File: src/rtl/wtw_cfg.svh
// timing and width constants for the wake-up timer watchdog
`ifndef WTW_CFG_SVH
`define WTW_CFG_SVH

`define WTW_CLK_PERIOD_NS   5
`define WTW_OSC_PERIOD_MS   10
`define WTW_TICK_CYCLES     ((`WTW_OSC_PERIOD_MS * 1000000) / `WTW_CLK_PERIOD_NS)
`define WTW_TICK_CNT_W      21

`define WTW_ALERT_MS        20
`define WTW_ALERT_TICKS     ((`WTW_ALERT_MS + `WTW_OSC_PERIOD_MS - 1) / `WTW_OSC_PERIOD_MS)
`define WTW_RST_PULSE_MS    320
`define WTW_RST_TICKS       ((`WTW_RST_PULSE_MS + `WTW_OSC_PERIOD_MS - 1) / `WTW_OSC_PERIOD_MS)
`define WTW_ACK_WIN_MS      20
`define WTW_ACK_TICKS       ((`WTW_ACK_WIN_MS + `WTW_OSC_PERIOD_MS - 1) / `WTW_OSC_PERIOD_MS)
`define WTW_DEBOUNCE_MS     20
`define WTW_DB_TICKS        ((`WTW_DEBOUNCE_MS + `WTW_OSC_PERIOD_MS - 1) / `WTW_OSC_PERIOD_MS)
`define WTW_MEAS_MS         100
`define WTW_MEAS_TICKS      ((`WTW_MEAS_MS + `WTW_OSC_PERIOD_MS - 1) / `WTW_OSC_PERIOD_MS)

`define WTW_IVL_W           20
`define WTW_IVL_MIN_MS      100
`define WTW_IVL_MAX_S       7200
`define WTW_IVL_MIN_TICKS   (`WTW_IVL_MIN_MS / `WTW_OSC_PERIOD_MS)
`define WTW_IVL_MAX_TICKS   ((`WTW_IVL_MAX_S * 1000) / `WTW_OSC_PERIOD_MS)
`define WTW_PH_W            6
`define WTW_PIN_HIST_W      3

`endif

File: src/rtl/wtw_pkg.sv
// types shared by the wake-up timer watchdog modules
package wtw_pkg;

   typedef enum logic [2:0] {
      WTW_MEAS,
      WTW_RUN,
      WTW_RSTPULSE,
      WTW_MRST,
      WTW_DEBOUNCE
   } wtw_state_t;

   // conditioned inputs; tick, mr_high and mr_low on the oscillator tick grid, ack_rise on every clock
   typedef struct packed {
      logic tick;
      logic ack_rise;
      logic mr_high;
      logic mr_low;
   } wtw_samp_t;

endpackage : wtw_pkg

File: src/rtl/wtw_sampler.sv
// oscillator tick divider and input conditioning for the watchdog
`include "wtw_cfg.svh"
module wtw_sampler
   import wtw_pkg::*;
#(
   parameter int unsigned TICK_CYCLES = `WTW_TICK_CYCLES
) (
   input  wire logic      core_clk,
   input  wire logic      rst,
   input  wire logic      clr,
   input  wire logic      host_ack,
   input  wire logic      mrst_pin,
   output wtw_samp_t      samp
);

   logic [`WTW_TICK_CNT_W-1:0] div_cnt;
   logic [`WTW_TICK_CNT_W-1:0] next_div_cnt;
   logic                       ack_s1;
   logic                       ack_s2;
   logic                       ack_s3;
   logic                       pin_s1;
   logic                       pin_s2;
   logic [`WTW_PIN_HIST_W-1:0] pin_hist;
   logic [`WTW_PIN_HIST_W-1:0] next_pin_hist;
   wtw_samp_t                  next_samp;
   logic                       tick;

   assign tick = (div_cnt == `WTW_TICK_CNT_W'(TICK_CYCLES - 1));

   // divider and tick-grid sampling of the shared pin
   always_comb begin
      next_div_cnt  = (tick || clr) ? '0 : div_cnt + `WTW_TICK_CNT_W'(1);
      next_pin_hist = pin_hist;
      if (clr) begin
         next_pin_hist = '0;
      end else if (tick) begin
         next_pin_hist = {pin_hist[`WTW_PIN_HIST_W-2:0], pin_s2};
      end
      next_samp.tick     = tick && !clr;
      next_samp.ack_rise = ack_s2 && !ack_s3;
      // two high samples in a row: the two latest of the three-tick history
      next_samp.mr_high  = (next_pin_hist[1:0] == 2'h3);
      next_samp.mr_low   = !next_pin_hist[0];
   end

   // pin synchroniser feeds only its second stage, the ack edge uses the second and third stages
   always_ff @(posedge core_clk) begin
      if (rst) begin
         div_cnt  <= '0;
         ack_s1   <= 1'b0;
         ack_s2   <= 1'b0;
         ack_s3   <= 1'b0;
         pin_s1   <= 1'b0;
         pin_s2   <= 1'b0;
         pin_hist <= '0;
         samp     <= '0;
      end else begin
         div_cnt  <= next_div_cnt;
         ack_s1   <= host_ack;
         ack_s2   <= ack_s1;
         ack_s3   <= ack_s2;
         pin_s1   <= mrst_pin;
         pin_s2   <= pin_s1;
         pin_hist <= next_pin_hist;
         samp     <= next_samp;
      end
   end

endmodule : wtw_sampler

File: src/rtl/wtw_top.sv
// wake-up timer with watchdog: interval, alert, ack and reset sequencing
`include "wtw_cfg.svh"
module wtw_top
   import wtw_pkg::*;
#(
   parameter int unsigned TICK_CYCLES = `WTW_TICK_CYCLES
) (
   input  wire logic                  core_clk,
   input  wire logic                  rst,
   input  wire logic                  host_ack,
   input  wire logic                  mrst_pin,
   input  wire logic [`WTW_IVL_W-1:0] meas_ticks,
   output logic                       meas_active,
   output logic                       periodic_alert,
   output logic                       host_reset_n
);

   wtw_samp_t             samp;
   wtw_state_t            state;
   wtw_state_t            next_state;
   logic [`WTW_IVL_W-1:0] interval;
   logic [`WTW_IVL_W-1:0] next_interval;
   logic [`WTW_IVL_W-1:0] int_cnt;
   logic [`WTW_IVL_W-1:0] next_int_cnt;
   logic [`WTW_PH_W-1:0]  ph_cnt;
   logic [`WTW_PH_W-1:0]  next_ph_cnt;
   logic [`WTW_PH_W-1:0]  alert_cnt;
   logic [`WTW_PH_W-1:0]  next_alert_cnt;
   logic                  acked;
   logic                  next_acked;
   logic                  meas_pending;
   logic                  next_meas_pending;
   logic                  next_alert;
   logic                  next_reset_n;
   logic                  mr_valid;
   logic                  int_end;
   logic                  ack_take;

   // clamp the converted interval into the selectable range
   function automatic logic [`WTW_IVL_W-1:0] clamp_ivl(input logic [`WTW_IVL_W-1:0] v);
      if (v < `WTW_IVL_W'(`WTW_IVL_MIN_TICKS)) begin
         return `WTW_IVL_W'(`WTW_IVL_MIN_TICKS);
      end else if (v > `WTW_IVL_W'(`WTW_IVL_MAX_TICKS)) begin
         return `WTW_IVL_W'(`WTW_IVL_MAX_TICKS);
      end
      return v;
   endfunction : clamp_ivl

   // tick generator and input conditioning
   wtw_sampler #(
      .TICK_CYCLES (TICK_CYCLES)
   ) u_sampler (
      .core_clk (core_clk),
      .rst      (rst),
      .clr      (mr_valid),
      .host_ack (host_ack),
      .mrst_pin (mrst_pin),
      .samp     (samp)
   );

   // event decode
   assign mr_valid = samp.mr_high && (state != WTW_MRST) && (state != WTW_DEBOUNCE);
   assign int_end  = (state == WTW_RUN) && samp.tick && (int_cnt == interval - `WTW_IVL_W'(1));
   // edge counts once, during the reset pulse or before the last ack window of the interval
   assign ack_take = samp.ack_rise && !acked && !mr_valid &&
      ((state == WTW_RSTPULSE) ||
       ((state == WTW_RUN) && (int_cnt < interval - `WTW_IVL_W'(`WTW_ACK_TICKS))));

   // sequencing of measurement, run, reset pulse and manual reset
   always_comb begin
      next_state        = state;
      next_interval     = interval;
      next_int_cnt      = int_cnt;
      next_ph_cnt       = ph_cnt;
      next_acked        = acked;
      next_meas_pending = meas_pending;
      if (ack_take) begin
         next_acked = 1'b1;
      end
      if (mr_valid) begin
         // clear counters and ack, keep the interval, remember an aborted measurement
         next_state   = WTW_MRST;
         next_int_cnt = '0;
         next_ph_cnt  = '0;
         next_acked   = 1'b0;
         if (state == WTW_MEAS) begin
            next_meas_pending = 1'b1;
         end
      end else begin
         unique case (state)
            WTW_MEAS: begin
               if (samp.tick) begin
                  next_ph_cnt = ph_cnt + `WTW_PH_W'(1);
                  if (ph_cnt == `WTW_PH_W'(`WTW_MEAS_TICKS - 1)) begin
                     next_interval     = clamp_ivl(meas_ticks);
                     next_meas_pending = 1'b0;
                     next_ph_cnt       = '0;
                     next_int_cnt      = '0;
                     next_state        = WTW_RUN;
                  end
               end
            end
            WTW_RUN: begin
               if (int_end) begin
                  next_int_cnt = '0;
                  next_acked   = 1'b0;
                  if (!acked) begin
                     next_state = WTW_RSTPULSE;
                  end
               end else if (samp.tick) begin
                  next_int_cnt = int_cnt + `WTW_IVL_W'(1);
               end
            end
            WTW_RSTPULSE: begin
               if (samp.tick) begin
                  next_ph_cnt = ph_cnt + `WTW_PH_W'(1);
                  if (ph_cnt == `WTW_PH_W'(`WTW_RST_TICKS - 1)) begin
                     next_ph_cnt  = '0;
                     next_int_cnt = '0;
                     next_state   = meas_pending ? WTW_MEAS : WTW_RUN;
                  end
               end
            end
            WTW_MRST: begin
               if (samp.tick && samp.mr_low) begin
                  next_state = WTW_DEBOUNCE;
               end
            end
            WTW_DEBOUNCE: begin
               if (samp.tick) begin
                  next_ph_cnt = ph_cnt + `WTW_PH_W'(1);
                  if (!samp.mr_low) begin
                     next_ph_cnt = '0;
                     next_state  = WTW_MRST;
                  end else if (ph_cnt == `WTW_PH_W'(`WTW_DB_TICKS - 1)) begin
                     next_ph_cnt = '0;
                     next_state  = WTW_RSTPULSE;
                  end
               end
            end
         endcase
      end
   end

   always_ff @(posedge core_clk) begin
      if (rst) begin
         state        <= WTW_MEAS;
         interval     <= `WTW_IVL_W'(`WTW_IVL_MIN_TICKS);
         int_cnt      <= '0;
         ph_cnt       <= '0;
         acked        <= 1'b0;
         meas_pending <= 1'b0;
      end else begin
         state        <= next_state;
         interval     <= next_interval;
         int_cnt      <= next_int_cnt;
         ph_cnt       <= next_ph_cnt;
         acked        <= next_acked;
         meas_pending <= next_meas_pending;
      end
   end

   // output pins
   always_comb begin
      next_alert     = periodic_alert;
      next_alert_cnt = alert_cnt;
      if (mr_valid || ack_take) begin
         next_alert     = 1'b0;
         next_alert_cnt = '0;
      end else if (int_end && acked) begin
         next_alert     = 1'b1;
         next_alert_cnt = '0;
      end else if (periodic_alert && samp.tick) begin
         next_alert_cnt = alert_cnt + `WTW_PH_W'(1);
         if (alert_cnt == `WTW_PH_W'(`WTW_ALERT_TICKS - 1)) begin
            next_alert = 1'b0;
         end
      end
      next_reset_n = (next_state == WTW_RUN);
   end

   always_ff @(posedge core_clk) begin
      if (rst) begin
         periodic_alert <= 1'b0;
         alert_cnt      <= '0;
         host_reset_n   <= 1'b0;
         meas_active    <= 1'b1;
      end else begin
         periodic_alert <= next_alert;
         alert_cnt      <= next_alert_cnt;
         host_reset_n   <= next_reset_n;
         meas_active    <= (next_state == WTW_MEAS);
      end
   end
endmodule : wtw_top

File: config.mk
export PLATFORM = sky130hd
export DESIGN_NAME = wtw_top
export DESIGN_NICKNAME = d
export VERILOG_FILES = /design/src/rtl/wtw_pkg.sv /design/src/rtl/wtw_sampler.sv /design/src/rtl/wtw_top.sv
export VERILOG_INCLUDE_DIRS = /design/src /design/src/rtl
export SDC_FILE = /design/constraint.sdc
export NUM_CORES = 1
export LEC_CHECK = 0
export ABC_AREA = 0
export BUFFER_PORTS_ARGS = -buffer_cell sky130_fd_sc_hd__buf_2
export CORE_MARGIN = 2
export CORE_UTILIZATION = 60
export CTS_BUF_LIST = sky130_fd_sc_hd__clkbuf_4
export DETAILED_ROUTE_END_ITERATION = 12
export GPL_TIMING_DRIVEN = 0
export PLACE_DENSITY = 0.78
export SYNTH_ARGS = -nofsm -noshare
export SYNTH_HDL_FRONTEND = slang
export SYNTH_HIERARCHICAL = 1
export SYNTH_SLANG_ARGS = --single-unit
File: constraint.sdc
create_clock -name core_clk -period 5.1 [get_ports core_clk]
set_clock_uncertainty 0.15 [all_clocks]
set_input_delay 0.255 -clock core_clk [delete_from_list [all_inputs] [get_ports core_clk]]
set_output_delay 0.255 -clock core_clk [all_outputs]
set_load 0.1 [all_outputs]
# After elaboration in Yosys (flattened, before gate mapping)
# Index checks and enable logic that the tools add are counted.
[totals]
ff_bits = 92
output_inout_bits = 3
[classes]
addsub = 6
n_lt_le_gt_ge = 3
n_eq_ne = 20
mux = 50
bitwise_logic = 1
n_reduce_logical = 37
[ops]
columns = ["op", "n"]
rows = [
  ["2-to-1 mux 20 bit", 9],
  ["one-hot mux 20 bit (3 select lines)", 1],
  ["2-to-1 mux 6 bit", 7],
  ["2-to-1 mux 3 bit", 11],
  ["adder 21 x 1 -> 21 bit, second input constant", 1],
  ["== test 21 bit, second input constant", 1],
  ["adder 20 x 1 -> 20 bit, second input constant", 1],
  ["== test 20 bit", 1],
  ["> comparator 20 bit, second input constant", 1],
  ["< comparator 20 bit", 1],
  ["< comparator 20 x 4 -> 1 bit, second input constant", 1],
  ["subtractor 20 x 1 -> 20 bit, second input constant", 1],
  ["subtractor 20 x 2 -> 20 bit, second input constant", 1],
  ["2-to-1 mux 1 bit", 18],
  ["one-hot mux 6 bit (3 select lines)", 1],
  ["one-hot mux 3 bit (5 select lines)", 1],
  ["logical AND 1 bit", 13],
  ["adder 6 x 1 -> 6 bit, second input constant", 2],
  ["== test 6 x 1 -> 1 bit, second input constant", 2],
  ["inequality test 2 x 1 -> 1 bit, second input constant", 5],
  ["AND reduction 4 bit", 2],
  ["nonzero test 2 bit", 4],
  ["== test 3 x 1 -> 1 bit, second input constant", 2],
  ["== test 3 x 2 -> 1 bit, second input constant", 2],
  ["17 further kinds", 28],
]

# Longest topological paths before layout
[depth]
word_depth = 9
depth_mapped = 15
mapped_depth_nobuf = 15

# Cells and area by module
# The synthesis kept the hierarchy.
[modules_own_cells]
columns = ["mod", "n_inst", "cells_each", "area_per_inst_um2", "seq_area_each_um2"]
rows = [
  ["wtw_top", 1, 571, 4483.0, 1201.2],
  ["wtw_sampler", 1, 142, 1313.8, 640.6],
]

# Least setup slack after synthesis
# OpenSTA, ideal clock, no wires.
[synth_path]
path_type = "reg-to-reg"
start = "register interval[2]"
end = "register alert_cnt[0]"
t_arrival_ns = 3.201
required_time_ns = 4.818
slack_ns = 1.617
path_stages_with_launch = 16
synth_period_minus_slack_ns = 3.483
cell_sequence = "dfxtp_1 inv_1 ha_1 or4b_4 nor4_1 nand3_1 xor2_1 ha_1 nand4_1 o21ai_0 nor3_1 and3_1 o311ai_0 o21ai_0 mux2_2 nor3_1"
[synth_between]
elab_chain_len = 7
[synth_lines]
columns = ["element", "line", "text"]
rows = [
  ["start: declaration", "wtw_top.sv:21", "logic [`WTW_IVL_W-1:0] interval;"],
  ["start signal: assignment", "wtw_top.sv:148", "interval <= `WTW_IVL_W'(`WTW_IVL_MIN_TICKS);"],
  ["start signal: assignment", "wtw_top.sv:155", "interval <= next_interval;"],
  ["subtractor 20 x 2 -> 20 bit", "wtw_top.sv:67", "((state == WTW_RUN) && (int_cnt < interval - `WTW_IVL_W'(`WTW_ACK_TICKS))));"],
  ["< comparator 20 bit", "wtw_top.sv:67", ""],
  ["logical AND 1 bit", "wtw_top.sv:67", ""],
  ["logical OR 1 bit", "wtw_top.sv:66", "((state == WTW_RSTPULSE) ||"],
  ["logical AND 1 bit", "wtw_top.sv:65", "assign ack_take = samp.ack_rise && !acked && !mr_valid &&"],
  ["logical OR 1 bit", "wtw_top.sv:167", "if (mr_valid || ack_take) begin"],
  ["OR reduction 3 bit (no line) (*)", "--", ""],
  ["end signal: assignment", "wtw_top.sv:190", "alert_cnt <= next_alert_cnt;"],
  ["end: declaration", "wtw_top.sv:27", "logic [`WTW_PH_W-1:0] alert_cnt;"],
]
# Every way passes the cells marked *; elsewhere a longest branch is shown, timed or not.
# A chain may end at the register's enable or synchronous reset.

# Worst setup path after layout
[layout_path]
start = "register interval[2]"
end = "register alert_cnt[3]"
# The elaborated chain is that of the path after synthesis.

==> results.toml <==
[route]
routed_wl_um = 14900
wl_per_cell_um = 16.4
routed_via_density = 6.10
postRouteAntennaNets = 0
drtIter0Drc = 231
first_pass_iters = 5
drc = 0
num_vias = 5549

[worst_hold_path]
min_path_type = "reg2reg"

[global_route]
track_usage_pct = 29.9
grt_pass1_vias = 5291
grt_start_max_net_pins = 19
gr-total-overflow = 0
antenna_found_initial = 0
grt_pass1_wl_um = 24800

[setup_path]
path_class = "reg2reg"
cp_cell_sequence = "inv_1 -> ha_1 -> or4b_4 -> nor4_1 -> nand3_1 -> xor2_1 -> ha_1 -> nand4_1 -> o21ai_0 -> nor3_1 -> and3_1 -> o311ai_0 -> o21ai_0 -> mux2_2 -> nor3_1"
cp_slowest_stage_delay_ns = 0.59
path_depth = 15
crit_end = "alert_cnt[3]"
crit_fanout = 6
r2r-end = "alert_cnt[3]"
rrSetupSlack_ns = 0.80
reg2reg_depth = 15
crit_arrival_ns = 4.51
r2r_start = "interval[2]"
crit_path_end_kind = "flip-flop"
cp_top_family = "simple AND/OR/NAND/NOR gates"
cp.buffers_inverters = 1
cp_slowest_cell = "nor4_1"
crit_required_ns = 5.31
cp-start-kind = "flip-flop"
startpoint = "interval[2]"

[flow_run]
max-cap-violations = 0

[power_and_ir_drop]
fin_total_pwr_mw = 1.18
power_density_nw_per_um2 = 182
max-vdd-ir-drop_v = 0.000192
leakage_nw = 2.45

[timing]
holdWs_ns = 0.251
setup_slack_ns = 0.800
fmax_ghz = 0.233
tns_ns = 0
slew_viol_final = 0
hold_viol_final = 0
tightest_slew_ns = 0.887
max_slew_margin_pct = 40.1
period_share_pct = 84.3
fin_crit_ns = 4.30
setup_viol = 0
rsz0062_at_grt = "no"

[cts]
cts-root-buf = "clkbuf_4"
cts_num_sinks = 92
postCtsSetupRepairBufs = 0
clk_latency_ns = 0.47
htree_levels = 3
path_clk_slew_ns = 0.17
cts_buffers = 9
clockBufferDepth = 2
cts_tree = "yes"
cts-resized-gates = 0

[yosys]
synth_top_area_share_pct = 31.8
netlist_area_um2 = 5800
synth_cell_types = 76
seq_area_frac_synth_pct = 31.8
ys_top_cells_by_area = "dfxtp_1 32%, ha_1 6.0%, xnor2_1 6.0%"
syn_avg_cell_area_um2 = 8.13
synth_flop_cell = "dfxtp_1"
ys_ff_latch = 92
async_flop_share_pct = 0
syn_nets = 765
synth_edf_count = 0
syn_inst = 713
yosysMostFrequentCell = "dfxtp_1"
synth_commonest_cells = "92 x dfxtp_1, 83 x nor2_1, 57 x nand2_1, 42 x nor3_1, 40 x xnor2_1"
synth_top_area_cell = "dfxtp_1"
ys_warn_count = 6

[die]
std_cell_rows = 35
die_width_um = 102
dieArea_um2 = 10500
start_util_pct = 62.1
top_level_ports = 27
core_um2 = 9330
die_y_um = 102

[run_status]
status = "complete, no violations"

[place]
portBuffers = 26
place_ws_ns = 0.892
place_congestion = 0.911
hpwl_um = 10800

[final_layout]
antennaDiodeCount = 0
area_growth_pct = 11.6
drive_gt1_share_pct = 10.0
nNetsFinal = 827
[layout by cell type, fill, tap and decap left out, types with 10 or more instances in the layout]
| cell type | n |
|---|---|
| xor2_1 | 32 |
| dfxtp_1 | 92 |
| nor4_1 | 20 |
| nand2b_1 | 10 |
| a221o_1 | 11 |
| nand2_1 | 57 |
| nor2_1 | 83 |
| ha_1 | 28 |
| clkbuf_1 | 21 |
| o21ai_0 | 23 |
| xnor2_1 | 40 |
| nand4_1 | 18 |
| nor2b_1 | 13 |
| inv_1 | 25 |
| dlygate4sd3_1 | 25 |
| buf_2 | 34 |
| a21oi_1 | 31 |
| nand3_1 | 31 |
| nor3_1 | 42 |
[power breakdown]
part	internal, mW	switching, mW	leakage [nW]
logic	0.0275	0.0314	1.64
registers	0.724	0.00277	0.743
clock network	0.112	0.281	0.0710
[final cells by class]
class	instances	area, um^2
multi-input cells	561	3680
fillers	800	2860
flip-flops and latches	92	1840
repair buffers	51	380
plain buffers	35	179
well taps	129	161
inverters	25	93.8
clock buffers	9	67.6
clock inverters	7	65.1
[timing repair]
action	in CTS	in global routing
hold buffers	25	0
endpoints found under the hold margin	26	0
setup endpoints to repair	0	0
[worst min path at each step]
stage                                 from           endpoint  slack (ns)  cells past startpoint
final                     u_sampler/ack_s3  u_sampler/samp[2]        0.25                      1
after global routing      u_sampler/ack_s3  u_sampler/samp[2]        0.28                      1
after CTS                 u_sampler/ack_s3  u_sampler/samp[2]        0.26                      1
after detailed placement  u_sampler/ack_s3  u_sampler/samp[2]        0.23                      1
after global placement    u_sampler/ack_s3  u_sampler/samp[2]        0.22                      1
after floorplan                        rst   u_sampler/ack_s1        0.18                      1
[routing by layer]
layer | vias to the layer above | track usage (%) | wire, um
li1 | 2704 | - | -
met1 | 2582 | 37.1 | 6290
met2 | 211 | 50.2 | 7020
met3 | 52 | 5.95 | 1050
met4 | 0 | 13.7 | 504
met5 | - | 0 | 0
[cell families after synthesis]
kind of cell / share of synthesized area [%]
DFF: 31.8
AOI/OAI and AO/OA: 14.7
muxes: 0.561
adders and majority gates: 6.04
xor gates and xnor gates: 10.9
buffers and inverters: 4.71
and+or+nand+nor: 31.3
[sequential cells by signal, indices dropped and copies added, names as in the netlist, 2 cells and up]
register and count:
int_cnt 20, ph_cnt 6, interval 20, u_sampler/pin_hist 2, state 3, u_sampler/div_cnt 21
u_sampler/samp 4, alert_cnt 6
[per-stage QoR]
step                std cells  cell area (um^2)  util, %
floorplan                 713              5800        -
global placement          868              6090     65.3
detailed placement        868              6090     65.3
CTS                       909              6470     69.4
global route              909              6470     69.4
finish                    909              6470     69.4
(Power assumes the default switching activity.)
